`src/rtl/llmc_defines.svh`:
```
// Offsets, field positions, reset values and timing for the loop test block
`ifndef LLMC_DEFINES_SVH
`define LLMC_DEFINES_SVH
`define LLMC_OFS_HDR        8'h00
`define LLMC_OFS_VHDR       8'h04
`define LLMC_OFS_CTRL       8'h08
`define LLMC_OFS_STAT       8'h0C
`define LLMC_OFS_TALLY_LO   8'h10
`define LLMC_OFS_TALLY_HI   8'h14
`define LLMC_CAP_ID         16'h000B
`define LLMC_CAP_VER        4'h1
`define LLMC_VCAP_LEN       12'h018
`define LLMC_CAP_BASE_DW    10'h040
`define LLMC_NEXT_PTR       12'h000
`define LLMC_CTRL_START     0
`define LLMC_CTRL_FORCE     1
`define LLMC_CTRL_SPD_LO    2
`define LLMC_CTRL_DEEMPH    4
`define LLMC_CTRL_MODCOMP   5
`define LLMC_CTRL_SKIPSUP   6
`define LLMC_CTRL_W         7
`define LLMC_CTRL_RST       7'h00
`define LLMC_STAT_SLAVE     0
`define LLMC_STAT_FAIL      1
`define LLMC_STAT_TESTED    8
`define LLMC_L0_STATE       6'h16
`define LLMC_CLK_HZ         40000000
`define LLMC_MS_PER_S       1000
`define LLMC_SLAVE_WAIT_MS  100
`endif

```
`src/rtl/llmc_pkg.sv`:
```
// Types shared by the loop test block
package llmc_pkg;
   typedef enum logic [1:0]
   {
      LLMC_IDLE    = 2'b00,
      LLMC_WAIT_TS = 2'b01,
      LLMC_TESTING = 2'b10,
      LLMC_FAILED  = 2'b11
   } llmc_state_e;
   typedef logic [7:0] llmc_tally_t;
endpackage

```
`src/rtl/llmc_lane_tally.sv`:
```
// Per-lane tested flags and saturating line-error counters
`timescale 1ns/1ps
module llmc_lane_tally
   import llmc_pkg::*;
#(
   parameter int LANES = 8
)
(
   // Clock and reset
   input  wire logic                 core_clk,
   input  wire logic                 rst,
   // Control
   input  wire logic                 clear,
   input  wire logic                 count_en,
   input  wire logic [LANES-1:0]     lane_mark,
   input  wire logic [LANES-1:0]     code_err,
   // Results
   output logic      [LANES-1:0]     tested_q,
   output logic      [8*LANES-1:0]   tally_q
);
   llmc_tally_t cnt_q [LANES];
   logic [LANES-1:0] tested_d;
   assign tested_d = (clear ? '0 : tested_q) | (lane_mark & {LANES{count_en}});

   always_ff @(posedge core_clk or posedge rst)
   begin
      if (rst)
         tested_q <= '0;
      else
         tested_q <= tested_d; // Mark wins over clear
   end

   for (genvar i = 0; i < LANES; i++)
   begin : g_lane
      always_ff @(posedge core_clk or posedge rst)
      begin
         if (rst)
            cnt_q[i] <= 8'h00;
         else if (clear)
            cnt_q[i] <= 8'h00;
         else if (count_en && tested_q[i] && code_err[i] &&
                  cnt_q[i] != 8'hFF)
            cnt_q[i] <= cnt_q[i] + 8'h01; // Saturates, never wraps
      end
      always_ff @(posedge core_clk or posedge rst)
      begin
         if (rst)
            tally_q[8*i +: 8] <= 8'h00;
         else
            tally_q[8*i +: 8] <= tested_d[i] ? cnt_q[i] : 8'h00;
      end
   end
endmodule // llmc_lane_tally

```
`src/rtl/llmc_loop_cap.sv`:
```
// Loopback-master test capability: config words, control FSM, lane results
//
// Overview of operation
// Header word reads capability id 000Bh, version 1h, next pointer.
// Vendor header word at 04h reports structure length of 24 bytes.
// Control at 08h, status at 0Ch, error tallies at 10h and 14h.
// Start bit one while link state is L0 enters loopback master.
// Clearing the start bit leaves loopback master mode.
// Software must not set start during a link speed change.
// Force bit pushes a slave lacking symbol lock into loopback active.
// Software must set start whenever it sets force.
// Control bits 3:2 give the speed advertised in loopback training sets.
// Control bit 4 gives advertised de-emphasis, also used by the slave.
// Bit 5 selects modified compliance with one skip set, else plain.
// Bit 6 suppresses skip sets; ignored when bit 5 is zero.
// Status bit 0 shows the device is acting as loopback slave.
// Software must not set start while the slave status bit is one.
// Status bit 1 sets if no loopback training set within 100 ms.
// Slave-failed never sets with force high; start write clears it; a timeout in the write cycle still sets it.
// Writing start to one clears tested bits 15:8; lanes in use while testing stay set.
// Status bit 8+n sets once lane n was tested, tally then valid.
// Software uses the test only while the application is idle.
// Software drives the test through the configuration port words.
// The capability exists for root port and endpoint alike.
// Per-lane 8-bit tallies count code errors, packed low byte up.
// Untested lanes report a zero tally.
// Software addresses the words by dword address on the port.
// Reserved control and status bits read zero, writes ignored.
`timescale 1ns/1ps
`include "llmc_defines.svh"
module llmc_loop_cap
   import llmc_pkg::*;
#(
   parameter int           LANES      = 8,
   parameter int           MS_CYCLES  = `LLMC_CLK_HZ / `LLMC_MS_PER_S,
   parameter int           WAIT_MS    = `LLMC_SLAVE_WAIT_MS,
   parameter logic [9:0]   BASE_DW    = `LLMC_CAP_BASE_DW,
   parameter logic [11:0]  NEXT_PTR   = `LLMC_NEXT_PTR,
   // Arbitrary vendor id and revision values
   parameter logic [15:0]  VENDOR_ID  = 16'h0001,
   parameter logic [3:0]   VENDOR_REV = 4'h0
)
(
   // Clock and reset
   input  wire logic         core_clk,
   input  wire logic         rst,
   // Configuration port
   input  wire logic [9:0]   cfg_dwaddr,
   input  wire logic [31:0]  cfg_di,
   input  wire logic [3:0]   cfg_byte_en,
   input  wire logic         cfg_wr_en,
   input  wire logic         cfg_rd_en,
   output logic      [31:0]  cfg_do,
   output logic              cfg_rd_wr_done,
   // Physical layer status
   input  wire logic [5:0]   link_train_state,
   input  wire logic         slave_loop_active,
   input  wire logic         rx_ts1_loop,
   input  wire logic [7:0]   lane_in_use,
   input  wire logic [7:0]   rx_code_err,
   // Physical layer control
   output logic              loop_master_en,
   output logic              loop_force_out,
   output logic      [1:0]   loop_speed,
   output logic              loop_deemph_bit,
   output logic              mod_compliance_en,
   output logic      [1:0]   skip_os_count,
   output logic              loop_active
);
   // Register state
   logic [`LLMC_CTRL_W-1:0]  ctrl_q;
   logic [`LLMC_CTRL_W-1:0]  ctrl_d;
   logic [7:0]               ctrl_merged;
   logic                     fail_q;
   logic                     fail_d;
   logic                     slave_q;
   logic                     done_q;
   logic [31:0]              rdata_d;
   llmc_state_e              state_q;
   llmc_state_e              state_d;

   // Timers
   logic [15:0]              ms_div_q;
   logic                     ms_tick;
   logic [7:0]               wait_ms_q;
   logic                     wait_done;

   // Lane results
   logic [7:0]               tested;
   logic [63:0]              tally;

   // Decode
   logic                     req;
   logic                     in_cap;
   logic [7:0]               byte_ofs;
   logic                     wr_ctrl;
   logic                     start_wr;
   logic                     start;
   logic                     force_bit;
   logic                     in_l0;
   logic                     ts_ok;
   logic                     count_en;

   function automatic logic [7:0] merge_byte(input logic [7:0] old_v,
                                             input logic [7:0] new_v,
                                             input logic       en);
      merge_byte = en ? new_v : old_v;
   endfunction

   // Same decode for root port and endpoint builds
   assign req       = (cfg_wr_en || cfg_rd_en) && !done_q;
   assign in_cap    = (cfg_dwaddr >= BASE_DW) &&
                      (cfg_dwaddr <  BASE_DW + 10'd6);
   assign byte_ofs  = {cfg_dwaddr[5:0] - BASE_DW[5:0], 2'b00};
   assign wr_ctrl   = req && cfg_wr_en && in_cap &&
                      byte_ofs == `LLMC_OFS_CTRL;
   assign start_wr  = wr_ctrl && cfg_byte_en[0] &&
                      cfg_di[`LLMC_CTRL_START];
   assign start     = ctrl_q[`LLMC_CTRL_START];
   assign force_bit = ctrl_q[`LLMC_CTRL_FORCE];
   assign in_l0     = link_train_state == `LLMC_L0_STATE;

   // Only bits 6:0 exist; the rest of the word is dropped
   assign ctrl_merged = merge_byte({1'b0, ctrl_q}, cfg_di[7:0],
                                   cfg_byte_en[0]);
   assign ctrl_d = wr_ctrl ? ctrl_merged[`LLMC_CTRL_W-1:0] : ctrl_q;

   // Read mux
   always_comb
   begin
      rdata_d = 32'h0000_0000;
      if (in_cap)
      begin
         unique case (byte_ofs)
            `LLMC_OFS_HDR:
               rdata_d = {NEXT_PTR, `LLMC_CAP_VER, `LLMC_CAP_ID};
            `LLMC_OFS_VHDR:
               rdata_d = {`LLMC_VCAP_LEN, VENDOR_REV, VENDOR_ID};
            `LLMC_OFS_CTRL:
               rdata_d = {25'h000_0000, ctrl_q};
            `LLMC_OFS_STAT:
               rdata_d = {16'h0000, tested, 6'h00, fail_q,
                          slave_q};
            `LLMC_OFS_TALLY_LO:
               rdata_d = tally[31:0];
            `LLMC_OFS_TALLY_HI:
               rdata_d = tally[63:32];
            default:
               rdata_d = 32'h0000_0000;
         endcase
      end
   end

   // Config port: one answer per held request, then it must drop
   always_ff @(posedge core_clk or posedge rst)
   begin
      if (rst)
      begin
         done_q <= 1'b0;
         cfg_do <= 32'h0000_0000;
      end
      else
      begin
         done_q <= req;
         if (req && cfg_rd_en)
            cfg_do <= rdata_d;
      end
   end
   assign cfg_rd_wr_done = done_q;

   always_ff @(posedge core_clk or posedge rst)
   begin
      if (rst)
         ctrl_q <= `LLMC_CTRL_RST;
      else
         ctrl_q <= ctrl_d;
   end

   // Slave indication is a plain level from the link logic
   always_ff @(posedge core_clk or posedge rst)
   begin
      if (rst)
         slave_q <= 1'b0;
      else
         slave_q <= slave_loop_active;
   end

   // 1 ms enable, then a count of ms; keeps the long wait cheap
   always_ff @(posedge core_clk or posedge rst)
   begin
      if (rst)
         ms_div_q <= 16'h0000;
      else if (state_q != LLMC_WAIT_TS || ms_tick)
         ms_div_q <= 16'h0000;
      else
         ms_div_q <= ms_div_q + 16'h0001;
   end
   assign ms_tick = ms_div_q == 16'(MS_CYCLES - 1);

   always_ff @(posedge core_clk or posedge rst)
   begin
      if (rst)
         wait_ms_q <= 8'h00;
      else if (state_q != LLMC_WAIT_TS)
         wait_ms_q <= 8'h00;
      else if (ms_tick)
         wait_ms_q <= wait_ms_q + 8'h01;
   end
   assign wait_done = ms_tick && wait_ms_q == 8'(WAIT_MS - 1);

   // Master state machine
   assign ts_ok = rx_ts1_loop || force_bit;

   always_comb
   begin
      state_d = state_q;
      unique case (state_q)
         LLMC_IDLE:
            if (start && in_l0 && !slave_q)
               state_d = LLMC_WAIT_TS;
         LLMC_WAIT_TS:
            if (!start)
               state_d = LLMC_IDLE;
            else if (ts_ok)
               state_d = LLMC_TESTING;
            else if (wait_done)
               state_d = LLMC_FAILED;
         LLMC_TESTING:
            if (!start)
               state_d = LLMC_IDLE;
         LLMC_FAILED:
            if (!start)
               state_d = LLMC_IDLE;
            else if (ts_ok)
               state_d = LLMC_TESTING;
      endcase
   end

   always_ff @(posedge core_clk or posedge rst)
   begin
      if (rst)
         state_q <= LLMC_IDLE;
      else
         state_q <= state_d;
   end

   // Timeout sets; start write clears; force blocks the set
   assign fail_d = (state_q == LLMC_WAIT_TS && wait_done &&
                    !ts_ok && start && !force_bit) ? 1'b1 :
                   start_wr ? 1'b0 : fail_q;

   always_ff @(posedge core_clk or posedge rst)
   begin
      if (rst)
         fail_q <= 1'b0;
      else
         fail_q <= fail_d;
   end

   // Lanes only count while the loop is really running
   assign count_en = state_q == LLMC_TESTING;

   llmc_lane_tally #(
      .LANES       (LANES)
   ) u_tally (
      .core_clk    (core_clk),
      .rst         (rst),
      .clear       (start_wr),
      .count_en    (count_en),
      .lane_mark   (lane_in_use),
      .code_err    (rx_code_err),
      .tested_q    (tested),
      .tally_q     (tally)
   );

   // Link controls, registered
   always_ff @(posedge core_clk or posedge rst)
   begin
      if (rst)
      begin
         loop_master_en    <= 1'b0;
         loop_force_out    <= 1'b0;
         loop_speed        <= 2'b00;
         loop_deemph_bit   <= 1'b0;
         mod_compliance_en <= 1'b0;
         skip_os_count     <= 2'd2;
         loop_active       <= 1'b0;
      end
      else
      begin
         loop_master_en    <= state_d != LLMC_IDLE;
         loop_force_out    <= force_bit && start;
         loop_speed        <= ctrl_q[`LLMC_CTRL_SPD_LO +: 2];
         loop_deemph_bit   <= ctrl_q[`LLMC_CTRL_DEEMPH];
         mod_compliance_en <= ctrl_q[`LLMC_CTRL_MODCOMP];
         if (!ctrl_q[`LLMC_CTRL_MODCOMP])
            skip_os_count <= 2'd2; // Suppress bit ignored here
         else if (ctrl_q[`LLMC_CTRL_SKIPSUP])
            skip_os_count <= 2'd0;
         else
            skip_os_count <= 2'd1;
         loop_active       <= state_d == LLMC_TESTING;
      end
   end
endmodule // llmc_loop_cap

```
`config.mk`:
```
export PLATFORM = sky130hd
export DESIGN_NAME = llmc_loop_cap
export DESIGN_NICKNAME = d
export VERILOG_FILES = /design/src/rtl/llmc_pkg.sv /design/src/rtl/llmc_lane_tally.sv /design/src/rtl/llmc_loop_cap.sv
export VERILOG_INCLUDE_DIRS = /design/src /design/src/rtl
export SDC_FILE = /design/constraint.sdc
export NUM_CORES = 1
export LEC_CHECK = 0
export BUFFER_PORTS_ARGS = -buffer_cell sky130_fd_sc_hd__buf_2
export CORE_MARGIN = 2
export CORE_UTILIZATION = 35
export CTS_CLUSTER_DIAMETER = 50
export CTS_CLUSTER_SIZE = 10
export DETAILED_ROUTE_END_ITERATION = 7
export SETUP_SLACK_MARGIN = 0.02
export SLEW_MARGIN = 15
export SYNTH_ARGS = -nofsm -noshare
export SYNTH_HDL_FRONTEND = slang
export SYNTH_SLANG_ARGS = --single-unit
```
`constraint.sdc`:
```
create_clock -name core_clk -period 6.26 [get_ports core_clk]
set_input_delay 0.313 -clock core_clk [delete_from_list [all_inputs] [get_ports core_clk]]
set_output_delay 0.313 -clock core_clk [all_outputs]
set_load 0.05 [all_outputs]
```
==> flow_metrics.tcl, run 1 <==
set metrics [dict create \
    intPower_mw 2.341 \
    clkPwrFrac 0.502 \
    critPathMaxFanout 17 \
    grt_overflow 0 \
    nets 1037 \
    wirelength_mm 21.46 \
    final_common_cell "dfrtp_1" \
    synth_ff_type "dfrtp_1" \
    io_buffers 87 \
    clk_pin_slew_ns 0.05 \
    grt_pass1_vias 6508 \
    ys.warnings.count 0 \
    drive_gt1_frac 0.1693 \
    crit_path_start_kind "flip-flop" \
    cp.arrival_ns 2.90 \
    power.share.sequential 0.465 \
    finalWeightedCongestion 0.7954 \
    status "finished clean" \
    grt_usage 0.1537 \
    antenna_found_initial 1 \
    clock_latency_ns 0.53 \
    power_density_nw_per_um2 267.1 \
    hp-start "cfg_di[6]" \
    route.detailed.drc 0 \
    cts_made_buffers 28 \
    cts_root_buffer "clkbuf_16" \
    tns_ns 0 \
    syn-mean-instance-area_sq_um 11.07 \
    via_count 6701 \
    synth_cell_types 59 \
    vdd_drop_max_uv 171.0 \
    synth_fp_nets 938 \
    grt_max_degree 86 \
    tightest_slew_ns 0.8616 \
    die_area_sq_um 28340 \
    cts_tree "built" \
    drtIter0Drc 487 \
    synth_cells 854 \
    finClkSkew_ns 0.01807 \
    core_area_sq_um 26730 \
    min_path_cells 2 \
    viasPerCell 5.135 \
    dpl.hpwl_mm 13.90 \
    clock-sinks 213 \
    ys_seq_area_frac 0.5641 \
    fin_crit_ns 2.449 \
    setup_viol 0 \
    drv_cap 0 \
    drt-wirelength-per-cell_um 16.45 \
    drtAntennaViolNets 0 \
    synth-edff-count 0 \
    start_util 0.3537 \
    sw_frac_of_total 0.2148 \
    pin_count 116 \
    grt_pass1_wl_mm 35.18 \
    min_path_type "input port to flip-flop" \
    syn_area_sq_um 9452 \
    rsz0062_at_grt "no" \
    r2r-end "fail_q" \
    die_w_um 168.3 \
    ff2ff_path_depth 5 \
    async_flop_share 1.000 \
    end_kind "flip-flop" \
    fillers 2555 \
    hold_violations 0 \
    fmax_ghz 0.4084 \
    cellLeakagePower_nw 5.377 \
    rrSetupSlack_ns 3.81 \
    critPathRequiredTime_ns 6.71 \
    critPathKind "flip-flop to flip-flop" \
    syn2layout_area_growth_pct 18.14 \
    final_cell_mix "dfrtp_1 (212), buf_2 (87), nor2_1 (83), nor2b_1 (68), nand2_1 (53)" \
    worstHoldEndpoint "ctrl_q[6]" \
    fp-row-count 60 \
    pwr-share-comb 0.033 \
    h-tree-depth 1 \
    firstDrtPassIters 5 \
    p_switching_mw 0.6406 \
    relSlewSlack 0.4213 \
    die_h_um 168.3 \
    fin_crit_sh 0.3911 \
    rr_startpoint "ms_div_q[0]" \
    ys_ff_latch 213 \
    whs_ns 0.02735 \
    finalMaxSlewViolations 0 \
    clk_path_buf_depth 3 \
]
[cells by family (layout without fill, tap and decap cells)]
| group | after synthesis | after routing | synth area share |
|---|---|---|---|
| flip-flops | 213 | 213 | 0.5641 |
| buffers and inverters | 51 | 160 | 0.02290 |
| multiplexers | 39 | 39 | 0.04210 |
| AO/OA/AOI/OAI | 141 | 141 | 0.1015 |
| AND/OR/NAND/NOR | 347 | 347 | 0.2070 |
| adder cells (fa/ha/maj) | 10 | 10 | 0.01324 |
| XOR/XNOR | 53 | 53 | 0.04911 |
| other | 0 | 1 | 0 |
[synthesized netlist by cell type (2+ instances only)]
library cell,count,area share
dfrtp_1,212,0.56
nor2_1,84,0.033
nor2b_1,69,0.046
nand2_1,53,0.021
o21ai_0,46,0.024
xor2_1,44,0.041
mux2i_1,33,0.035
a21oi_1,26,0.014
nand3_1,23,0.012
nand4_1,22,0.015
and3_1,19,0.013
inv_1,19,0.0075
clkbuf_1,18,0.0071
o211ai_1,14,0.011
a22oi_1,13,0.010
ha_1,10,0.013
nor3_1,10,0.0053
and2_1,9,0.0060
and4_1,9,0.0083
or3_1,9,0.0060
xnor2_1,9,0.0083
a22oi_2,8,0.011
buf_2,8,0.0042
o2111ai_1,8,0.0074
and4b_1,7,0.0074
or4_1,7,0.0056
mux2_2,6,0.0071
a2111oi_0,5,0.0046
a211oi_1,4,0.0032
a22o_1,4,0.0037
buf_4,4,0.0032
nand2b_1,4,0.0026
nand4b_1,4,0.0037
nor4b_1,3,0.0028
o22ai_1,3,0.0020
buf_1,2,0.00079
nand4_2,2,0.0026
o31ai_1,2,0.0016
o41ai_2,2,0.0034
[per-layer routing]
metal / vias to the layer above / share of wire / track usage
li1: 3233 / - / -
met1: 3285 / 0.47 / 0.2166
met2: 155 / 0.46 / 0.2458
met3: 28 / 0.058 / 0.03009
met4: 0 / 0.016 / 0.03486
met5: - / 0 / 0
[how the worst max path moves through the flow]
stage	startpoint	to	slack, ns
final	ms_div_q[0]	fail_q	3.81
after global placement	cfg_dwaddr[0]	u_tally.tally_q[43]	3.72
after detailed placement	cfg_dwaddr[0]	u_tally.tally_q[43]	3.72
after floorplan	rst	cfg_do[0]	0.13
after global routing	ms_div_q[0]	ms_div_q[12]	3.48
after CTS	ms_div_q[0]	ms_div_q[11]	3.76
[power by group through the flow]
stage / Clock [mW] / Combinational [mW] / Sequential, mW
4_1_cts: 1.54 / 0.101 / 1.39
6_report: 1.50 / 0.0972 / 1.39
2_1_floorplan: 0 / 0.0527 / 1.41
5_1_grt: 1.60 / 0.109 / 1.39
3_3_place_gp: 0 / 0.0970 / 1.41
3_5_place_dp: 0 / 0.0975 / 1.41
[critical path: stages, from the launching register on]
cell,delay [ns]
dfrtp_1,0.38
ha_1,0.35
nor4b_1,0.27
nand4_1,0.55
or4_1,0.65
o21ai_1,0.16
[stage by stage]
stage / utilization / power, mW / setup WS, ns / cell area [sq um] / cells
after floorplan: - / 1.466 / 0.1261 / 9452 / 854
after global placement: 0.3834 / 1.507 / 3.724 / 10250 / 1258
after detailed placement: 0.3834 / 1.508 / 3.718 / 10250 / 1258
after CTS: 0.4176 / 3.025 / 3.759 / 11160 / 1304
after global routing: 0.4177 / 3.094 / 3.484 / 11160 / 1304
final: 0.4178 / 2.982 / 3.811 / 11170 / 1305
[layout make-up]
| class | instances | area [sq um] | area share |
|---|---|---|---|
| Clock buffer | 34 | 764.5 | 0.06847 |
| Sequential cell | 213 | 5331 | 0.4775 |
| Multi-Input combinational cell | 590 | 3916 | 0.3507 |
| Tap cell | 341 | 426.7 | 0.03821 |
| Timing Repair Buffer | 101 | 555.5 | 0.04975 |
| Antenna cell | 1 | 2.502 | 0.0002241 |
| Inverter | 19 | 78.83 | 0.007060 |
| Clock inverter | 6 | 90.09 | 0.008068 |
[registers in the layout (all words and copies together) (netlist names), 2 cells and up]
name,cells
cfg_do,32
ctrl_q,7
loop_speed,2
ms_div_q,16
skip_os_count,2
state_q,2
u_tally.cnt_q,64
u_tally.tally_q,64
u_tally.tested_q,8
wait_ms_q,8
[repair_timing]
action,in CTS,in global routing
endpoints found under the setup margin,0,0
hold buffers,6,0
hold endpoints to repair,87,0
setup buffers,0,0
gates resized for setup,0,0
Note: power is estimated with default switching activity, not from simulation.
==> run 2, diff against run 1 <==
--- a/config.mk
+++ b/config.mk
@@ -6,6 +6,7 @@
 export SDC_FILE = /design/constraint.sdc
 export NUM_CORES = 1
 export LEC_CHECK = 0
+export ABC_AREA = 1
 export BUFFER_PORTS_ARGS = -buffer_cell sky130_fd_sc_hd__buf_2
 export CORE_MARGIN = 2
 export CORE_UTILIZATION = 35
==> constraint.sdc (replaced) <==
create_clock -name core_clk -period 2.31 [get_ports core_clk]
set_input_delay 0.1155 -clock core_clk [delete_from_list [all_inputs] [get_ports core_clk]]
set_output_delay 0.1155 -clock core_clk [all_outputs]
set_load 0.05 [all_outputs]
==> run 2 against run 1 <==
- worst hold slack worse by 0.016 ns
- critical endpoint is now ms_div_q[5]
- non-clock buffer count rose by 14
- design area grew 5.6%
- cell count up 29%
- largest cell class unchanged
- sequential share of layout area is 2.5 points lower
- register-to-register slack lost 3.4 ns
- global-route usage up 0.83 points
- utilization is 1.0 points higher
- largest power group unchanged
- fmax is 30% higher
- setup slack worse by 3.4 ns
- die area rose by 2.8%
- count of clock-buffer cells in the layout is 8 higher
==> flow_metrics.tcl, run 2 <==
set metrics [dict create \
    antenna_found_initial 0 \
    end_kind "flip-flop" \
    grt_pass1_vias 7591 \
    drtAntennaViolNets 0 \
    vdd_drop_max_uv 472.5 \
    critPathMaxFanout 14 \
    syn_area_sq_um 9724 \
    start_util 0.3529 \
    hold_violations 0 \
    core_area_sq_um 27550 \
    grt_overflow 0 \
    fmax_ghz 0.5297 \
    fp-row-count 61 \
    grt_usage 0.1620 \
    die_area_sq_um 29130 \
    cts_tree "built" \
    ys_seq_area_frac 0.5483 \
    synth_ff_type "dfrtp_1" \
    synth_fp_nets 1248 \
    seq_area_sq_um 5333 \
    drt-wirelength-per-cell_um 13.86 \
    viasPerCell 4.676 \
    drive_gt1_frac 0.1350 \
    postCtsSetupBuffers 0 \
    n_antenna_cell 0 \
    firstDrtPassIters 5 \
    finalWeightedCongestion 0.8408 \
    yosysMostFrequentCell "nand2_1" \
    tightest_slew_ns 0.5340 \
    synth_cells 1164 \
    synthTopCellsByArea "dfrtp_1 (55%), nand2_1 (13%), inv_1 (5.1%)" \
    synthTopCellsByCount "nand2_1 (339), dfrtp_1 (212), inv_1 (131)" \
    clk_pin_slew_ns 0.06 \
    clk_path_buf_depth 3 \
    critPathRequiredTime_ns 2.75 \
    place_ws_ns 0.4257 \
    final_common_cell "nand2_1" \
    finClkSkew_ns 0.01601 \
    synth_cell_types 34 \
    nets 1375 \
    syn-mean-instance-area_sq_um 8.354 \
    final_cell_mix "nand2_1 (339), dfrtp_1 (211), inv_1 (130), nor2_1 (127), buf_2 (87)" \
    power_density_nw_per_um2 707.5 \
    cp.arrival_ns 2.33 \
    async_flop_share 1.000 \
    fillers 2780 \
    ys.warnings.count 0 \
    io_buffers 87 \
    via_count 7898 \
    route.detailed.drc 0 \
    die_h_um 170.7 \
    finalMaxSlewViolations 0 \
    synth_top_area_cell "dfrtp_1" \
    cts_root_buffer "clkbuf_16" \
    relSlewSlack 0.6430 \
    clock_latency_ns 0.53 \
    fin_crit_ns 1.888 \
    tns_ns 0 \
    synth_top_area_share 0.5455 \
    cts_made_buffers 30 \
    critPathKind "flip-flop to flip-flop" \
    drv_cap 0 \
    top_regs "u_tally.cnt_q x64, u_tally.tally_q x64, cfg_do x32" \
    ys_ff_latch 213 \
    h-tree-depth 1 \
    drtIter0Drc 434 \
    grt_max_degree 84 \
    synth-edff-count 0 \
    fin_crit_sh 0.8172 \
    die_w_um 170.7 \
    wirelength_mm 23.41 \
    dpl.hpwl_mm 16.26 \
    min_path_type "input port to flip-flop" \
    rsz0062_at_grt "no" \
    syn2layout_area_growth_pct 21.24 \
    crit_path_start_kind "flip-flop" \
    cellLeakagePower_nw 6.138 \
    pin_count 116 \
    multi_input_area_sq_um 3791 \
    worst_slack_ns 0.4222 \
    clock-sinks 213 \
    status "finished clean" \
    grt_pass1_wl_mm 37.91 \
    setup_viol 0 \
]
[run 2: per-stage QoR]
| stage | utilization | total power, mW | area, sq um | instances | hold WS, ns |
|---|---|---|---|---|---|
| 2_1_floorplan | - | 3.909 | 9728 | 1164 | 0.1469 |
| 4_1_cts | 0.4273 | 8.439 | 11770 | 1688 | 0.00001055 |
| 6_report | 0.4279 | 8.342 | 11790 | 1689 | 0.01120 |
| 3_3_place_gp | 0.3873 | 4.014 | 10670 | 1622 | 0.1038 |
| 5_1_grt | 0.4279 | 8.609 | 11790 | 1689 | 0.03364 |
| 3_5_place_dp | 0.3873 | 4.014 | 10670 | 1622 | 0.09814 |
[run 2: power breakdown]
group	leakage [nW]	internal, mW	switching, mW
Sequential	2.77	3.74	0.00341
Combinational	2.91	0.0709	0.149
Clock	0.463	2.76	1.62
[run 2: worst max-delay path: stages (launching register included)]
cell,delay [ns]
dfrtp_1,0.39
ha_1,0.23
nand3_1,0.08
inv_1,0.09
nand3_1,0.12
inv_1,0.08
nand2_1,0.09
nand2_1,0.23
buf_4,0.29
nor3b_1,0.19
[run 2: final cells by class]
| class | count | area share |
|---|---|---|
| Clock inverter | 10 | 0.009763 |
| Clock buffer | 42 | 0.07185 |
| Multi-Input combinational cell | 796 | 0.3216 |
| Timing Repair Buffer | 115 | 0.06113 |
| Sequential cell | 213 | 0.4523 |
| Inverter | 135 | 0.04330 |
| Tap cell | 378 | 0.04011 |
[run 2: repair_timing]
| action | CTS | global route |
|---|---|---|
| hold buffers | 14 | 2 |
| endpoints found under the hold margin | 223 | 1 |
| resized for setup | 0 | 3 |
| setup endpoints to repair | 0 | 2 |
[run 2: path summary, 6_finish.rpt]
kind | cells past startpoint | slack, ns | end | startpoint
hold reg to reg | 0 | 0.40 | loop_deemph_bit | ctrl_q[4]
setup reg to reg | 9 | 0.42 | ms_div_q[5] | ms_div_q[0]
max in group asynchronous | 4 | 1.50 | u_tally.tally_q[58] | rst
setup / recovery | 9 | 0.42 | ms_div_q[5] | ms_div_q[0]
min in group asynchronous | 3 | 0.10 | ms_div_q[6] | rst
hold / removal | 3 | 0.01 | u_tally.tested_q[3] | lane_in_use[3]
[run 2: logic make-up after synthesis]
family	share of synthesized area
compound gates	0.09058
buf+inv	0.06304
flops	0.5483
simple gates	0.2708
fa+ha+maj	0.01287
xor+xnor	0.01441
[run 2: routing by layer]
layer,track usage,vias to the layer above,routed length [um]
li1,-,3980,-
met1,0.2211,3723,10860
met2,0.2716,160,11000
met3,0.02336,35,1116
met4,0.04013,0,437
met5,0,-,0
==> run 3, diff against run 2 <==
==> constraint.sdc (replaced) <==
create_clock -name core_clk -period 1.71 [get_ports core_clk]
set_input_delay 0.0855 -clock core_clk [delete_from_list [all_inputs] [get_ports core_clk]]
set_output_delay 0.0855 -clock core_clk [all_outputs]
set_load 0.05 [all_outputs]
==> run 3 against run 2 <==
- global-route usage rose by 0.48 points
- die area unchanged
- utilization increased by 1.1 points
- largest cell class unchanged
- highest routed layer unchanged
==> flow_metrics.tcl, run 3 (synthesis gave the netlist of run 2 again) <==
set metrics [dict create \
    p_total_mw 11.31 \
    pin_count 116 \
    relSlewSlack 0.6740 \
    critPathRequiredTime_ns 2.12 \
    grt_usage 0.1668 \
    grt_overflow 0 \
    clock-sinks 213 \
    hold_violations 0 \
    end_kind "flip-flop" \
    nets 1404 \
    min_path_type "input port to flip-flop" \
    crit_path_start_kind "flip-flop" \
    tightest_slew_ns 0.4889 \
    grt_pass1_vias 7841 \
    post-place-cells 1641 \
    io_buffers 87 \
    postCtsSetupBuffers 0 \
    grt_pass1_wl_mm 39.16 \
    setup_viol 0 \
    n_antenna_cell 0 \
    final_cells 1715 \
    drtAntennaViolNets 0 \
    final_cell_mix "nand2_1 (335), dfrtp_1 (212), inv_1 (127), nor2_1 (123), buf_2 (87)" \
    place_area_sq_um 10850 \
    drtIter0Drc 368 \
    clk_path_buf_depth 3 \
    drt-wirelength-per-cell_um 13.94 \
    power_density_nw_per_um2 934.7 \
    cts_tree "built" \
    clock_latency_ns 0.53 \
    firstDrtPassIters 5 \
    tns_ns 0 \
    dpl.hpwl_mm 16.52 \
    viasPerCell 4.697 \
    grt_max_degree 86 \
    die_w_um 170.7 \
    start_util 0.3529 \
    cp_cell_sequence "nor2_1 -> nand3_1 -> dlygate4sd3_1 -> inv_1 -> nand4_1 -> o21bai_2 -> nor2_1" \
    syn2layout_area_growth_pct 24.49 \
    pwr-share-comb 0.028 \
    max_stage_delay_ns 0.55 \
    fp-row-count 61 \
    crit_path_frequent_cell "nor2_1" \
    fin_crit_ns 1.575 \
    finClkSkew_ns 0.01244 \
    route.detailed.drc 0 \
    finalMaxSlewViolations 0 \
    h-tree-depth 1 \
    finalWeightedCongestion 0.8664 \
    wirelength_mm 23.92 \
    fmax_ghz 0.6350 \
    critPathKind "flip-flop to flip-flop" \
    drive_gt1_frac 0.1548 \
    die_area_sq_um 29130 \
    fin_crit_sh 0.9209 \
    core_area_sq_um 27550 \
    cp.arrival_ns 1.98 \
    status "finished clean" \
    top_regs "u_tally.cnt_q x64, u_tally.tally_q x64, cfg_do x32" \
    die_h_um 170.7 \
    antenna_found_initial 0 \
    intPower_mw 8.963 \
    sw_frac_of_total 0.2078 \
    final_common_cell "nand2_1" \
    cts_made_buffers 29 \
    rsz0062_at_grt "no" \
    drv_cap 0 \
    vdd_drop_max_uv 718.4 \
    critPathMaxFanout 3 \
    power.share.sequential 0.447 \
    critPathSlowestCell "dlygate4sd3_1" \
    p_switching_mw 2.352 \
    clkPwrFrac 0.526 \
    design_area_sq_um 12110 \
    cellLeakagePower_nw 6.286 \
    via_count 8055 \
    fillers 2723 \
    clk_pin_slew_ns 0.05 \
    cts_root_buffer "clkbuf_16" \
]
==> run 3: cell types whose count changed in the layout (fill, tap and decap cells not counted), sizes merged, moves of 2 or more <==
cell	delta
buf	+19
bufinv	+2
clkbuf	-4
dlygate4sd3	+11
inv	-2
==> run 3: final timing paths <==
kind / from / to / slack, ns / depth (start not counted)
max: slave_q / loop_active / 0.14 / 7
min: rx_code_err[5] / u_tally.cnt_q[21] / 0.02 / 5
max reg2reg: slave_q / loop_active / 0.14 / 7
min reg2reg: ctrl_q[3] / loop_speed[1] / 0.41 / 0
max in group asynchronous: rst / u_tally.tally_q[25] / 0.99 / 4
min in group asynchronous: rst / ms_div_q[2] / 0.27 / 4
==> run 3: layout make-up <==
class,instances,area [sq um],share of cell area
repair buffers,145,1011,0.08351
clock inverters,10,155.1,0.01282
clock buffers,38,789.5,0.06522
multi-input cells,796,3835,0.3168
well taps,378,473.0,0.03907
inverters,135,510.5,0.04217
flip-flops and latches,213,5331,0.4404
==> run 3: power by group through the flow <==
stage                     clock (mW)  combinational [mW]  sequential (mW)
after global placement             0               0.280             5.14
after CTS                       6.08               0.325             5.05
after global routing            6.27               0.359             5.05
after detailed placement           0               0.279             5.14
after floorplan                    0               0.127             5.15
final                           5.95               0.314             5.05
==> run 3: metrics by stage <==
step	hold slack, ns	util	setup slack [ns]
2_1_floorplan	0.1169	-	-1.145
3_3_place_gp	0.1958	0.3938	0.08324
3_5_place_dp	0.1948	0.3938	0.07553
4_1_cts	0.004662	0.4375	0.05763
5_1_grt	0.03763	0.4394	0.02712
6_report	0.02109	0.4394	0.1353
==> run 3: per-layer routing <==
metal	up-vias	part of all wire	routed length (um)	global-route usage
met5	-	0	0	0
met4	0	0.021	506	0.03976
met3	38	0.046	1103	0.02660
met2	175	0.48	11430	0.2846
met1	3819	0.45	10870	0.2224
li1	4023	-	-	-
==> run 3: repair_timing <==
item,in CTS,in global routing
endpoints found under the hold margin,242,0
gates resized for setup,0,17
hold buffers,26,0
endpoints found under the setup margin,0,34
==> run 3: critical path, delay by kind of cell (launching register included) <==
family,cells,cell delay [ns]
AND/OR/NAND/NOR,4,0.30
flip-flops,1,0.39
buffers and inverters,2,0.61
AO/OA/AOI/OAI,1,0.17
